==> config.mk <==
export PLATFORM = sky130hd
export DESIGN_NAME = pulse_width_timer
export DESIGN_NICKNAME = d
export VERILOG_FILES = /design/src/inc/pwm_timer_pkg.sv /design/src/inc/pin_sync_if.sv /design/src/hdl/pin_conditioner.sv /design/src/hdl/pulse_width_timer.sv
export VERILOG_INCLUDE_DIRS = /design/src /design/src/inc
export SDC_FILE = /design/constraint.sdc
export NUM_CORES = 1
export LEC_CHECK = 0
export ABC_AREA = 0
export ABC_CLOCK_PERIOD_IN_PS = 5700
export BUFFER_PORTS_ARGS = -buffer_cell sky130_fd_sc_hd__buf_2
export CORE_ASPECT_RATIO = 0.5
export CORE_UTILIZATION = 32
export CTS_CLUSTER_DIAMETER = 100
export DETAILED_ROUTE_END_ITERATION = 7
export GPL_TIMING_DRIVEN = 0
export PLACE_DENSITY = 0.54
export SLEW_MARGIN = 20
export SYNTH_ARGS = -nofsm -noshare
export SYNTH_HDL_FRONTEND = slang
export SYNTH_HIERARCHICAL = 1
export SYNTH_SLANG_ARGS = --single-unit
export TNS_END_PERCENT = 1
==> constraint.sdc <==
create_clock -name sys_clk -period 5.7 [get_ports sys_clk]
set_input_delay 1.71 -clock sys_clk [delete_from_list [all_inputs] [get_ports sys_clk]]
set_output_delay 1.71 -clock sys_clk [all_outputs]
set_load 0.01 [all_outputs]
==> src/inc/pwm_timer_cfg.svh <==
// register offsets, field positions, reset values and timing counts of the pulse width timer
// included by the pin conditioner, the timer core and the bench; definitions only
`ifndef PWM_TIMER_CFG_SVH
`define PWM_TIMER_CFG_SVH
`define OFF_CTRL 8'h00
`define OFF_PRELOAD 8'h04
`define OFF_COUNT 8'h08
`define OFF_STATUS 8'h0c
`define OFF_PORT 8'h10
`define CTRL_MODE_HI 7
`define CTRL_MODE_LO 6
`define CTRL_RUN 4
`define CTRL_EDGE 3
`define CTRL_PSC_HI 2
`define CTRL_PSC_LO 0
`define CTRL_RESET 8'h08
`define ST_FLAG 0
`define ST_IEN 1
`define ST_WAKE 2
`define ST_FILTER 3
`define PORT_DIR3 0
`define PORT_DATA3 1
`define PORT_PFDSEL 2
`define COUNT_FULL 8'hff
`define PSC_WIDTH 7
`endif

==> src/inc/pwm_timer_pkg.sv <==
// types shared by the timer files
// no assumptions beyond a SystemVerilog compiler
package pwm_timer_pkg;
    typedef enum logic [1:0]
    {
        MODE_NONE = 2'b00,
        MODE_EVENT = 2'b01,
        MODE_TIMER = 2'b10,
        MODE_PULSE = 2'b11
    } mode_type;
    typedef enum logic [1:0]
    {
        PW_IDLE = 2'b00,
        PW_COUNT = 2'b01,
        PW_DONE = 2'b10
    } pw_state_type;
endpackage

==> src/inc/pin_sync_if.sv <==
// carrier between the timer core and its pin conditioner
// assumes one clock domain, sys_clk
`timescale 1ns/100ps
interface pin_sync_if;
    logic filterOn;
    logic pinLevel;
    modport core (output filterOn, input pinLevel);
    modport cond (input filterOn, output pinLevel);
endinterface

==> src/hdl/pin_conditioner.sv <==
// synchroniser and optional noise filter for the timer input pin
// assumes the pin is asynchronous to sys_clk
`timescale 1ns/100ps
`include "pwm_timer_cfg.svh"
module pin_conditioner
(
    input wire logic sys_clk, // system clock
    input wire logic rst, // synchronous reset
    input wire logic pinIn, // raw pin
    pin_sync_if.cond link // conditioned level out
);
    logic s1_r;
    logic s2_r;
    logic s3_r;
    logic lvl_r;
    logic agree;
    assign agree = (s2_r == s3_r);
    always_ff @(posedge sys_clk)
    begin
        if (rst)
        begin
            s1_r <= 1'b1;
            s2_r <= 1'b1;
            s3_r <= 1'b1;
            lvl_r <= 1'b1;
        end
        else
        begin
            s1_r <= pinIn;
            s2_r <= s1_r;
            s3_r <= s2_r;
            // filter on: accept only a level seen on two successive samples
            if (!link.filterOn || agree)
                lvl_r <= link.filterOn ? s3_r : s2_r;
        end
    end
    assign link.pinLevel = lvl_r;
endmodule // pin_conditioner

==> src/hdl/pulse_width_timer.sv <==
// 8-bit timer with pulse width measurement, overflow reload, wake-up and frequency divider output
// assumes one AHB-Lite master on sys_clk; the timer pin is asynchronous
// Functional notes
// - mode field bits 7 and 6 both one select pulse width measurement
// - in pulse and timer modes the counter advances on the system clock divided by the prescaler
// - after run is set the counter waits idle for an active pin edge
// - edge select zero: start on falling pin edge, stop on rising
// - edge select one: start on rising pin edge, stop on falling
// - end of pulse clears the run bit in hardware and halts counting
// - timer and event modes never clear the run bit themselves
// - value held after measurement; further edges ignored until run is set again
// - starting and stopping follow pin edges, not the static pin level
// - overflow in pulse mode raises interrupt, reloads and keeps counting
// - pull-high stays active while the pin is a counter input
// - divider output toggles on every overflow; counter reloads and continues
// - selection bit routes divider to the port pin, otherwise plain I/O
// - divider appears only while port bit 3 direction is output
// - port bit 3 data one passes the divider, zero forces the pin low
// - one option switches the filter for the timer input pin
// - pulse mode pin events are seen only at the next timer clock pulse; event mode counts raw sync edges
// - counter clock inhibited during counter reads and preload writes
// - every overflow sets the request flag; interrupt only when enabled
// - overflow with the request flag clear wakes from power-down regardless of interrupt enable
// - prescale code selects divide by one up to divide by 128
// - counter counts up from preload to full scale and overflows
// - preload write while stopped loads counter; while running at next overflow
`timescale 1ns/100ps
`include "pwm_timer_cfg.svh"
module pulse_width_timer
(
    input wire logic sys_clk, // 100 MHz system clock
    input wire logic rst, // synchronous reset, active high
    input wire logic hsel, // slave select
    input wire logic [31:0] haddr, // byte address
    input wire logic [1:0] htrans, // transfer type
    input wire logic hwrite, // write strobe
    input wire logic [2:0] hsize, // transfer size
    input wire logic [31:0] hwdata, // write data
    input wire logic hready, // bus ready in
    output logic [31:0] hrdata, // read data
    output logic hreadyout, // slave ready
    output logic hresp, // always okay
    input wire logic timerInputPin, // external pulse source
    input wire logic powerDown, // device halted
    output logic timerIrq, // interrupt request
    output logic wakeUp, // wake-up pulse
    output logic portA3Out, // port pin drive value
    output logic portA3Oe, // port pin drive enable
    output logic pullHighEn // pull-high on timer pin
);
    logic [7:0] ctrl_r;
    logic [7:0] preload_r;
    logic [7:0] count_r;
    logic flag_r;
    logic ien_r;
    logic filter_r;
    logic pullCfg_r;
    logic dir3_r;
    logic data3_r;
    logic pfdSel_r;
    logic pfd_r;
    logic [`PSC_WIDTH-1:0] psc_r;
    logic pinPrev_r;
    logic evPrev_r;
    logic apWr_r;
    logic apRd_r;
    logic [7:0] apAddr_r;
    logic irq_r;
    logic wake_r;
    logic oe_r;
    logic out_r;
    logic pull_r;
    logic [31:0] rdata_r;
    pwm_timer_pkg::pw_state_type pw_r;
    pwm_timer_pkg::pw_state_type pwNxt;
    pin_sync_if sync ();
    pin_conditioner u_cond
    (
        .sys_clk(sys_clk),
        .rst(rst),
        .pinIn(timerInputPin),
        .link(sync.cond)
    );
    assign sync.filterOn = filter_r;
    // address phase decode
    wire apValid = hsel && hready && htrans[1];
    wire apWrite = apValid && hwrite;
    wire apRead = apValid && !hwrite;
    wire wrCtrl = apWr_r && (apAddr_r == `OFF_CTRL);
    wire wrPre = apWr_r && (apAddr_r == `OFF_PRELOAD);
    wire wrCount = apWr_r && (apAddr_r == `OFF_COUNT);
    wire wrStat = apWr_r && (apAddr_r == `OFF_STATUS);
    wire wrPort = apWr_r && (apAddr_r == `OFF_PORT);
    wire rdCount = apRead && (haddr[7:0] == `OFF_COUNT);
    // control field decode
    wire [1:0] modeBits = {ctrl_r[`CTRL_MODE_HI], ctrl_r[`CTRL_MODE_LO]};
    wire runBit = ctrl_r[`CTRL_RUN];
    wire edgeSel = ctrl_r[`CTRL_EDGE];
    wire [2:0] pscSel = ctrl_r[`CTRL_PSC_HI:`CTRL_PSC_LO];
    wire pulseMode = (modeBits == pwm_timer_pkg::MODE_PULSE);
    wire timerMode = (modeBits == pwm_timer_pkg::MODE_TIMER);
    wire eventMode = (modeBits == pwm_timer_pkg::MODE_EVENT);
    // prescaler tick: ratio 2**pscSel
    wire [`PSC_WIDTH-1:0] pscMask = `PSC_WIDTH'((8'h01 << pscSel) - 8'h01);
    wire pscTick = ((psc_r & pscMask) == pscMask);
    // pin sampled only at timer clock ticks
    wire pinNow = sync.pinLevel;
    wire pinRise = pscTick && pinNow && !pinPrev_r;
    wire pinFall = pscTick && !pinNow && pinPrev_r;
    wire startEdge = edgeSel ? pinRise : pinFall;
    wire stopEdge = edgeSel ? pinFall : pinRise;
    // event counter uses raw sync edges, opposite polarity to pulse start
    wire evRise = sync.pinLevel && !evPrev_r;
    wire evFall = !sync.pinLevel && evPrev_r;
    wire evEdge = edgeSel ? evFall : evRise;
    wire inhibit = rdCount || wrPre;
    wire pwCounting = pulseMode && runBit && (pw_r == pwm_timer_pkg::PW_COUNT);
    wire countEn = !inhibit &&
        ((pwCounting && pscTick && !stopEdge) ||
         (timerMode && runBit && pscTick) ||
         (eventMode && runBit && evEdge));
    wire overflow = countEn && (count_r == `COUNT_FULL);
    wire pwEnd = pwCounting && stopEdge;
    wire runAuto = pulseMode && pwEnd;
    // pulse width sequencing
    always_comb
    begin
        pwNxt = pw_r;
        unique case (pw_r)
            pwm_timer_pkg::PW_IDLE:
                if (pulseMode && runBit && startEdge)
                    pwNxt = pwm_timer_pkg::PW_COUNT;
            pwm_timer_pkg::PW_COUNT:
                if (!runBit || !pulseMode)
                    pwNxt = pwm_timer_pkg::PW_IDLE;
                else if (stopEdge)
                    pwNxt = pwm_timer_pkg::PW_DONE;
            pwm_timer_pkg::PW_DONE:
                if (runBit)
                    pwNxt = pwm_timer_pkg::PW_IDLE;
            default:
                pwNxt = pwm_timer_pkg::PW_IDLE;
        endcase
    end
    always_ff @(posedge sys_clk)
    begin
        if (rst)
            pw_r <= pwm_timer_pkg::PW_IDLE;
        else
            pw_r <= pwNxt;
    end
    // prescaler and pin history
    always_ff @(posedge sys_clk)
    begin
        if (rst)
        begin
            psc_r <= '0;
            pinPrev_r <= 1'b1;
            evPrev_r <= 1'b1;
        end
        else
        begin
            psc_r <= psc_r + `PSC_WIDTH'(1);
            evPrev_r <= sync.pinLevel;
            if (pscTick)
                pinPrev_r <= pinNow;
        end
    end
    // bus address phase capture
    always_ff @(posedge sys_clk)
    begin
        if (rst)
        begin
            apWr_r <= 1'b0;
            apRd_r <= 1'b0;
            apAddr_r <= 8'h00;
        end
        else
        begin
            apWr_r <= apWrite;
            apRd_r <= apRead;
            if (apValid)
                apAddr_r <= haddr[7:0];
        end
    end
    // control register; software write then hardware clear of run
    always_ff @(posedge sys_clk)
    begin
        if (rst)
            ctrl_r <= `CTRL_RESET;
        else if (wrCtrl)
            ctrl_r <= {hwdata[7:6], 1'b0, hwdata[4:0]};
        else if (runAuto)
            ctrl_r[`CTRL_RUN] <= 1'b0;
    end
    // preload and counter
    always_ff @(posedge sys_clk)
    begin
        if (rst)
        begin
            preload_r <= 8'h00;
            count_r <= 8'h00;
        end
        else
        begin
            if (wrPre)
                preload_r <= hwdata[7:0];
            if (wrPre && !runBit)
                count_r <= hwdata[7:0];
            else if (wrCount)
                count_r <= hwdata[7:0];
            else if (overflow)
                count_r <= preload_r;
            else if (countEn)
                count_r <= count_r + 8'h01;
        end
    end
    // status: request flag, enable, filter and pull options
    always_ff @(posedge sys_clk)
    begin
        if (rst)
        begin
            flag_r <= 1'b0;
            ien_r <= 1'b0;
            filter_r <= 1'b1;
            pullCfg_r <= 1'b0;
        end
        else
        begin
            if (wrStat)
            begin
                ien_r <= hwdata[`ST_IEN];
                filter_r <= hwdata[`ST_FILTER];
                pullCfg_r <= hwdata[`ST_WAKE];
            end
            if (overflow)
                flag_r <= 1'b1;
            else if (wrStat)
                flag_r <= hwdata[`ST_FLAG];
        end
    end
    // port bits and divider toggle
    always_ff @(posedge sys_clk)
    begin
        if (rst)
        begin
            dir3_r <= 1'b1;
            data3_r <= 1'b0;
            pfdSel_r <= 1'b0;
            pfd_r <= 1'b0;
        end
        else
        begin
            if (wrPort)
            begin
                dir3_r <= hwdata[`PORT_DIR3];
                data3_r <= hwdata[`PORT_DATA3];
                pfdSel_r <= hwdata[`PORT_PFDSEL];
            end
            if (!pfdSel_r)
                pfd_r <= 1'b0;
            else if (overflow)
                pfd_r <= !pfd_r;
        end
    end
    // pin and event outputs, all registered
    wire pinDrive = pfdSel_r ? (pfd_r && data3_r) : data3_r;
    wire wakeNxt = overflow && powerDown && !flag_r;
    always_ff @(posedge sys_clk)
    begin
        if (rst)
        begin
            irq_r <= 1'b0;
            wake_r <= 1'b0;
            oe_r <= 1'b0;
            out_r <= 1'b0;
            pull_r <= 1'b0;
        end
        else
        begin
            irq_r <= overflow && ien_r;
            wake_r <= wakeNxt;
            oe_r <= !dir3_r;
            out_r <= pinDrive;
            pull_r <= pullCfg_r;
        end
    end
    // read data registered at the address phase; zero wait states
    wire [31:0] rdMux =
        (haddr[7:0] == `OFF_CTRL) ? {24'h000000, ctrl_r} :
        (haddr[7:0] == `OFF_PRELOAD) ? {24'h000000, preload_r} :
        (haddr[7:0] == `OFF_COUNT) ? {24'h000000, count_r} :
        (haddr[7:0] == `OFF_STATUS) ? {28'h0000000, filter_r, pullCfg_r, ien_r, flag_r} :
        (haddr[7:0] == `OFF_PORT) ? {29'h0000000, pfdSel_r, data3_r, dir3_r} : 32'h00000000;
    always_ff @(posedge sys_clk)
    begin
        if (rst)
            rdata_r <= 32'h00000000;
        else if (apRead)
            rdata_r <= rdMux;
    end
    assign hrdata = rdata_r;
    assign hreadyout = 1'b1;
    assign hresp = 1'b0;
    assign timerIrq = irq_r;
    assign wakeUp = wake_r;
    assign portA3Oe = oe_r;
    assign portA3Out = out_r;
    assign pullHighEn = pull_r;
endmodule // pulse_width_timer

# ---- Word-level counts from Yosys, hierarchy flattened
# Index checks and enable logic that the tools add are counted.
dict set report word_totals {
  register_bits 92
  in_bits 76
  out_inout_bits 39
}
dict set report op_classes {
  n_addsub 3
  eq_ne 19
  n_shift 1
  mux 23
  bitwise 2
  reduce_logical 59
}
# op count
set ops {}
lappend ops {{8-bit 2-to-1 mux} 7}
lappend ops {{1-bit logical AND} 34}
lappend ops {{8-bit by 4-bit == test with 1-bit output, second input constant} 4}
lappend ops {{8-bit by 3-bit == test with 1-bit output, second input constant} 2}
lappend ops {{8-bit by 5-bit == test with 1-bit output, second input constant} 2}
lappend ops {{8-bit logical NOT} 2}
lappend ops {{1-bit logical NOT} 12}
lappend ops {{1-bit 2-to-1 mux} 9}
lappend ops {{8-bit by 1-bit adder with 8-bit output, second input constant} 1}
lappend ops {{8-bit == test, second input constant} 1}
lappend ops {{2-bit 2-to-1 mux} 4}
lappend ops {{7-bit by 1-bit adder with 7-bit output, second input constant} 1}
lappend ops {{7-bit AND} 1}
lappend ops {{7-bit == test} 1}
lappend ops {{1-bit by 3-bit << shifter with 7-bit output, first input constant} 1}
lappend ops {{7-bit by 1-bit subtractor with 7-bit output, second input constant} 1}
lappend ops {{2-bit == test, second input constant} 3}
lappend ops {{2-bit case mux with 3 select lines} 1}
lappend ops {{1-bit logical OR} 5}
lappend ops {{2-bit by 1-bit == test with 1-bit output, second input constant} 2}
lappend ops {{4-bit 2-to-1 mux} 1}
lappend ops {{2-bit != test, second input constant} 2}
lappend ops {{2-bit nonzero test} 2}
lappend ops {{4-bit nonzero test} 1}
lappend ops {{other kinds (7)} 7}

# ---- Longest topological paths before layout
# Gate-level depths: netlist of the first run.
dict set report logic_depth {
  word_depth 16
  ltp_mapped 11
  mapped_depth_nobuf 9
}

# ---- Cells and area by module
# Netlist of the first run, hierarchy kept.
# module n_inst cells_each area_per_inst_um2 seq_area_each_um2
set by_module_without_submodules {}
lappend by_module_without_submodules {pulse_width_timer 1 424 3444.6 1281.2}
lappend by_module_without_submodules {pin_conditioner 1 11 122.6 80.1}

# ---- Worst setup path before layout of the first run
# Ideal clock, no wire load.
dict set report synth_timing {
  path_type {input port to flip-flop}
  from {input port haddr[1]}
  to {register count_r[3]}
  setup_time_ps 120
  arrival_time_ps 3430
  required_time_ps 5580
  setup_slack_ps 2150
  stages 5
  n_path_buf 0
  cell_sequence {or4_4 > or3_4 > o41ai_4 > nor3_1 > a211o_1}
}
dict set report synth_between {
  elab_chain_cells 9
  word_cells_on_any_way 10
}
# element line
set synth_rtl {}
lappend synth_rtl {{start, declared} pulse_width_timer.sv:34} ;# input wire logic [31:0] haddr,
lappend synth_rtl {{8-bit by 4-bit == test with 1-bit output (no line) *} -}
lappend synth_rtl {{1-bit logical AND *} pulse_width_timer.sv:94} ;# wire rdCount = apRead && (haddr[7:0] == `OFF_COUNT);
lappend synth_rtl {{1-bit logical OR *} pulse_width_timer.sv:116} ;# wire inhibit = rdCount || wrPre;
lappend synth_rtl {{1-bit logical NOT *} pulse_width_timer.sv:118} ;# wire countEn = !inhibit &&
lappend synth_rtl {{1-bit logical AND *} pulse_width_timer.sv:118}
lappend synth_rtl {{1-bit logical AND} pulse_width_timer.sv:122} ;# wire overflow = countEn && (count_r == `COUNT_FULL);
lappend synth_rtl {{8-bit 2-to-1 mux} pulse_width_timer.sv:212} ;# else if (overflow)
lappend synth_rtl {{8-bit 2-to-1 mux} pulse_width_timer.sv:210} ;# else if (wrCount)
lappend synth_rtl {{8-bit 2-to-1 mux} pulse_width_timer.sv:208} ;# if (wrPre && !runBit)
lappend synth_rtl {{end signal, assigned} pulse_width_timer.sv:209} ;# count_r <= hwdata[7:0];
lappend synth_rtl {{end signal, assigned} pulse_width_timer.sv:211} ;# count_r <= hwdata[7:0];
lappend synth_rtl {{end signal, assigned} pulse_width_timer.sv:213} ;# count_r <= preload_r;
lappend synth_rtl {{end, declared} pulse_width_timer.sv:53} ;# logic [7:0] count_r;
# Every way passes the cells marked *; elsewhere a longest branch is shown, timed or not.
# A chain may end at the register's enable or synchronous reset.

# ---- Worst setup path after layout of the first run
dict set report layout_timing {
  from {input port haddr[1]}
  to {register count_r[6]}
}
# Same word-level chain as after synthesis.

==> results.md, run 1 <==
* Total power at 1.19 mW
* Tcrit/Tclk final at 0.623
* Worst hold start: u_cond/s1_r
* Die Ht at approximately 77 microns
* CP Class: input port to flip-flop
* Peak VDD IR at 134 uV
* Post-route DRC at 0
* Combinational Power Share at 0.073
* Share of power burned in registers at 0.411
* Worst setup EP type: flip-flop
* Leak at 1.83 nW
* Seq cells post-synth at 68
* Inst Count DP at 634
* Die width at 151 microns
* Layout cell share with drive strength beyond 1 at 0.185
* Synth async-reset ratio at 0
* Routed vias/inst at 4.85
* Final ANT Viol Nets at 0
* Fin. Hold Viols at 0
* Routed WL per cell at around 15 microns
* Max-slew violation count at 0
* Setup_tns at 0 ps
* TritonRoute pass-1 iters at 5
* Leading register cell type out of synthesis: dfxtp_1
* Synth Cell Area at 3570 sq um
* Slowest CP cell: o41ai_4
* Hold_buf cts at 0
* Area of the core at 10500 sq um
* Cells after synthesis at 435
* Critical path data arrival time at approximately 3800 ps
* Cell family with most CP delay: simple AND/OR/NAND/NOR gates
* Post-CTS sizing at 0
* Sw power at 0.269 mW
* Initial core utilization at 0.339
* Diodes inserted at 0
* Finish-stage setup viols at 0
* CTS sink cnt at 68
* GR Overflow Total at 0
* Clock power frac at 0.516
* RSZ-0062 raised after global routing: no
* Fillers at 1068
* Sequential element share of the synthesized area at 0.382
* # H-tree levels at 3
* Die area at 11600 sq um
* Worst-Skew Late Latency at 340 ps
* First-pass GRT wire length at 15600 microns
* GRT Util Overall at 0.177
* Syn-to-layout area delta at 21.6%
* Port Buf Inserts at 35
* Post-synth EDFFs at 0
* Startpoint class of the critical path: input port
* Syn avg cell area at between 8 and 9 sq um
* Critical R2R Launch: ctrl_r[1]
* Antenna violations before repair at 0
* CTS tree: built
* YS warnings at 6
* Worst-Margin Slew at 841 ps
* Clock Pin Slew Worst Setup and Hold Paths at approximately 60 ps
* MaxCap Viol Count at 0
* Final GP Congestion at 0.807
* Switching Share at 0.226
* Via Count at 3148
* CTS root buf: clkbuf_16
* Final Skew at 6.64 ps
* Crit path cell chain: buf_2, or4_4, or3_4, o41ai_4, nor3_1, a211o_1
* 1st-iter DRT viols at 159
* Non-Filler Instances at 649
* Worst path buffer plus inverter count at 1
* Critical path required time at between 5000 and 6000 ps
* Worst Hold Class: flip-flop to flip-flop
* # IOs at around 120
* Max clock buf depth at 2
* Total CTS buffers at 9
* Largest net degree at the start of global routing at 12
* Int Pwr at 0.921 mW
* Netlist cell types at 55
* Fin crit period at 3550 ps
* FMAX at about 280 MHz
* Hpwl dp at ~7000 microns
* Relative slew margins at 0.439
* Hold_ws at 409 ps
* Worst-path maximum fanout at 8
* Overall routed net length at 9460 microns
* Standard-cell row count at 26
* Outcome: complete, no violations
* Slowest stage delay, CP at around 630 ps
* Pwr Density at approximately 270 nW/um^2
* Crit path from: haddr[1]
* Number of global-route vias before repair at 2941
* # nets final at 584
* Setup Buffers After CTS at 0
==> cells in the final DEF, fill, tap and decap left out, drive strengths merged, types with 9 or more instances in the layout <==
cell type	instances
a211o	10
a21oi	35
buf	66
clkbuf	31
conb	26
dfxtp	68
mux2i	18
nand2	59
nand2b	9
nand3	10
nor2	45
nor2b	9
o21ai	13
==> state kept, by name, summed over array words and instances, names as in the netlist, 2 cells and up <==
register   flops
apAddr_r       8
count_r        8
hrdata         8
preload_r      8
ctrl_r         7
psc_r          7
pw_r           2
==> power groups by stage <==
stage               clock, mW  sequential (mW)  combinational [mW]
finish                  0.614            0.489              0.0872
global route            0.648            0.489              0.0983
CTS                     0.625            0.489              0.0869
detailed placement          0            0.499              0.0868
global placement            0            0.499              0.0864
floorplan                   0            0.497              0.0589
==> metrics by stage <==
step	setup WS [ps]	area, sq um	util
floorplan	2150	3660	-
global placement	1830	4010	0.381
detailed placement	1800	4010	0.381
CTS	2160	4330	0.412
global route	2080	4340	0.413
finish	2150	4340	0.413
==> cells by family (layout without fill, tap and decap cells) <==
family / count (synthesis) / in the layout / synth area share
AO/OA/AOI/OAI: 96 / 96 / 0.185
XOR/XNOR: 8 / 8 / 0.0196
adder cells (fa/ha/maj): 3 / 3 / 0.0105
buffers and inverters: 58 / 108 / 0.0915
flip-flops: 68 / 68 / 0.382
multiplexers: 19 / 19 / 0.0568
other: 2 / 26 / 0.00211
AND/OR/NAND/NOR: 181 / 181 / 0.253
==> layout make-up <==
type                            instances  area, sq um  area share
Multi-Input combinational cell        333         1970       0.455
Inverter                                7         26.3     0.00606
Clock inverter                          4         72.6      0.0167
Clock buffer                           11          253      0.0583
Buffer                                 51          300      0.0692
Sequential cell                        68         1360       0.314
Tap cell                              140          175      0.0404
Timing Repair Buffer                   35          175      0.0404
==> final timing paths <==
path / to / slack [ps] / cells past startpoint
max: count_r[6] / 2150 / 6
min: u_cond/s2_r / 410 / 1
max reg2reg: wakeUp / 2720 / 9
min reg2reg: u_cond/s2_r / 410 / 1
==> routing by layer <==
metal | vias up | share of wire | global-route usage
met2 | 78 | 0.41 | 0.258
met1 | 1442 | 0.53 | 0.258
li1 | 1621 | - | -
met3 | 7 | 0.053 | 0.0375
met4 | 0 | 0.010 | 0.0520
met5 | - | 0 | 0
==> cells in the mapped netlist (all sizes together) (2+ instances only) <==
cell / number / area, sq um
o21ai: 13 / 65.1
conb: 2 / 7.51
a21boi: 2 / 15.0
or3: 5 / 36.3
o21bai: 2 / 15.0
nor3: 7 / 35.0
nor2b: 9 / 56.3
o41ai: 2 / 36.3
and4: 2 / 17.5
nand3b: 4 / 30.0
inv: 7 / 26.3
xnor2: 4 / 35.0
a211oi: 4 / 30.0
nor4b: 2 / 17.5
a21o: 2 / 15.0
mux2i: 18 / 180
a21oi: 35 / 175
nor3b: 6 / 45.0
xor2: 4 / 35.0
ha: 3 / 37.5
a211o: 10 / 87.6
nand4b: 3 / 26.3
a31oi: 4 / 25.0
nor4: 4 / 25.0
nand4: 4 / 25.0
clkbuf: 20 / 75.1
and3: 5 / 31.3
nand2b: 9 / 56.3
nand3: 10 / 55.1
nor2: 45 / 169
dfxtp: 68 / 1360
a22oi: 6 / 45.0
buf: 31 / 225
nand2: 59 / 221
o211ai: 7 / 52.6
or2: 4 / 25.0
==> worst register-to-register path: stages (launching register included) <==
cell and delay [ps]:
dfxtp_1 310, buf_2 180, or3_1 360, ha_1 270, or4b_2 220, o21ai_0 60, a2111o_1 490, o31ai_4 470
nand3_2 250, nor4b_1 280
(Power assumes the default switching activity.)
==> inputs of run 2 (changes only) <==
- ABC_AREA: 0 -> 1
- ABC_CLOCK_PERIOD_IN_PS: 5700 -> 3500
- clock period: 5.7 -> 3.5 ns (I/O delays scaled with it)
==> results.md, run 2 <==
* Outcome: complete, no violations
* Sequential element share of the synthesized area at 0.388 (+0.00612)
* CP Class: input port to flip-flop
* Antenna violations before repair at 0 (unchanged)
* First-pass GRT wire length at 14800 microns (-5.4%)
* Initial core utilization at 0.336 (-0.00328)
* # IOs at 115 (unchanged)
* CTS sink cnt at 68 (unchanged)
* Post-CTS sizing at 0 (unchanged)
* Layout cell share with drive strength beyond 1 at 0.183 (-0.00205)
* Seq cells post-synth at 68 (unchanged)
* Port Buf Inserts at 36 (+2.9%)
* Synth Cell Area at 3510 sq um (-1.6%)
* Synth area leaders: dfxtp_1 39%, nand2_1 8.9%, inv_1 7.6%
* Leading register cell type out of synthesis: dfxtp_1
* Setup Buffers After CTS at 0 (unchanged)
* Synth area leader: dfxtp_1
* Post-synth EDFFs at 0 (unchanged)
* Uppermost layer routed: met4
* Worst-Skew Late Latency at 330 ps (about the same)
* Total CTS buffers at 9 (unchanged)
* Setup_tns at 0 ps (unchanged)
* Synth top cells by count: 83 x nand2_1, 71 x inv_1, 68 x dfxtp_1, 43 x o21ai_0, 41 x a21oi_1
* Syn-to-layout area delta at 20.6%
* Netlist cell types at 41 (-25%)
* Worst-Margin Slew at 720 ps (-120 ps)
* Hpwl dp at 6880 microns (-1.6%)
* Die width at 150 microns (-0.78%)
* Non-Filler Instances at 704 (+8.5%)
* Overall routed net length at 9120 microns (-3.6%)
* Post-route DRC at 0 (unchanged)
* GR Overflow Total at 0 (unchanged)
* MaxCap Viol Count at 0 (unchanged)
* GRT Util Overall at 0.170 (-0.00730)
* 1st-iter DRT viols at 228 (+43%)
* # H-tree levels at 3 (unchanged)
* Via Count at 3135 (-0.41%)
* Diodes inserted at 0 (unchanged)
* YS warnings at 6 (unchanged)
* Die Ht at 76.1 microns (-0.77%)
* Max clock buf depth at 2 (unchanged)
* Worst Hold Class: flip-flop to flip-flop
* Metal2 WL at 3690 microns (-5.1%)
* CTS tree: built
* Relative slew margins at 0.518 (+0.0786)
* Met1 wire length at 4840 microns (-2.8%)
* Number of global-route vias before repair at 2814 (-4.3%)
* Cells after synthesis at 490 (+13%)
* Cell with the most instances after synthesis: nand2_1
* Clock Pin Slew Worst Setup and Hold Paths at 50 ps (about the same)
* Inst Count DP at 690 (+8.8%)
* Fin crit period at 2740 ps
* Routed WL per cell at 13.0 microns (-11%)
* Leak at 2.00 nW (+9.2%)
* Final GP Congestion at 0.864 (+7.1%)
* Hold_buf cts at 0 (unchanged)
* Yosys top cell area share at 0.388 (+0.00612)
* Commonest cells after routing, fill and taps aside: 83 x nand2_1, 71 x inv_1, 68 x dfxtp_1, 43 x o21ai_0, 41 x a21oi_1
* Pwr Density at 421 nW/um^2 (+53%)
* Standard-cell row count at 26 (unchanged)
* Finish-stage setup viols at 0 (unchanged)
* Die area at 11400 sq um (-1.5%)
* WL met3 at 493 microns (-1.6%)
* Final Skew at 6.51 ps (-0.136 ps)
* Area of the core at 10400 sq um (-0.62%)
* Synth async-reset ratio at 0 (unchanged)
* Startpoint class of the critical path: input port
* Critical path required time at 3760 ps (-2160 ps)
* # nets final at 640 (+9.6%)
* Peak VDD IR at 237 uV (+76%)
* FMAX at 365 MHz
* Syn avg cell area at 7.17 sq um (-13%)
* Commonest non-fill, non-tap cell in the layout: nand2_1
* Final ANT Viol Nets at 0 (unchanged)
* Fillers at 1100 (+3.0%)
* Critical path data arrival time at 3000 ps (-770 ps)
* Largest net degree at the start of global routing at 11 (-1)
* CTS root buf: clkbuf_16
* Max-slew violation count at 0 (unchanged)
* Tcrit/Tclk final at 0.783
* Fin. Hold Viols at 0 (unchanged)
* RSZ-0062 raised after global routing: no
* Routed vias/inst at 4.45 (-8.2%)
* Worst setup EP type: flip-flop
* Worst-path maximum fanout at 8 (unchanged)
* TritonRoute pass-1 iters at 4 (-1)
run 2: metal layers:
metal	track usage	vias up
met2	0.245	74
met1	0.242	1369
li1	-	1682
met3	0.0455	10
met5	0	-
met4	0.0525	0
run 2: path summary, 6_finish.rpt:
kind | start | to | slack, ps | depth (start not counted)
max | haddr[5] | hrdata[6] | 760 | 8
min | u_cond/s1_r | u_cond/s2_r | 410 | 1
max reg2reg | ctrl_r[2] | count_r[4] | 1100 | 16
min reg2reg | u_cond/s1_r | u_cond/s2_r | 410 | 1
run 2: final cells by class:
cell class | instances | area, sq um | share of cell area
clock buffers | 12 | 267 | 0.0630
multi-input cells | 333 | 1710 | 0.404
well taps | 140 | 175 | 0.0414
flip-flops and latches | 68 | 1360 | 0.322
plain buffers | 38 | 244 | 0.0576
inverters | 75 | 287 | 0.0677
clock inverters | 2 | 10.0 | 0.00236
repair buffers | 36 | 180 | 0.0426
run 2: cell families after synthesis:
| kind of cell | share of synthesized area |
|---|---|
| compound gates | 0.181 |
| xor+xnor | 0.0200 |
| fa+ha+maj | 0.0107 |
| buf+inv | 0.151 |
| flops | 0.388 |
| mux | 0.00570 |
| other cells | 0.00214 |
| simple gates | 0.242 |
run 2: critical path: stages:
cell	delay, ps
buf_2	100
nor3_1	310
nand2_1	150
nor2_1	550
a221oi_1	310
a211oi_1	350
a21oi_1	70
nor2_1	100
run 2: metrics by stage:
stage / hold slack [ps] / util / power (mW) / area (sq um) / setup slack (ps)
after global placement: 389 / 0.379 / 0.952 / 3960 / 511
final: 408 / 0.405 / 1.78 / 4230 / 761
after detailed placement: 394 / 0.379 / 0.953 / 3960 / 496
after CTS: 409 / 0.405 / 1.80 / 4230 / 838
after global routing: 435 / 0.405 / 1.86 / 4230 / 530
after floorplan: 383 / - / 0.910 / 3600 / 1010
run 2: power by group:
group	switching (mW)	leakage (nW)	internal (mW)
combinational	0.0864	1.31	0.0551
clock	0.317	0.140	0.526
sequential	0.00862	0.550	0.788
total	0.412	2.00	1.37
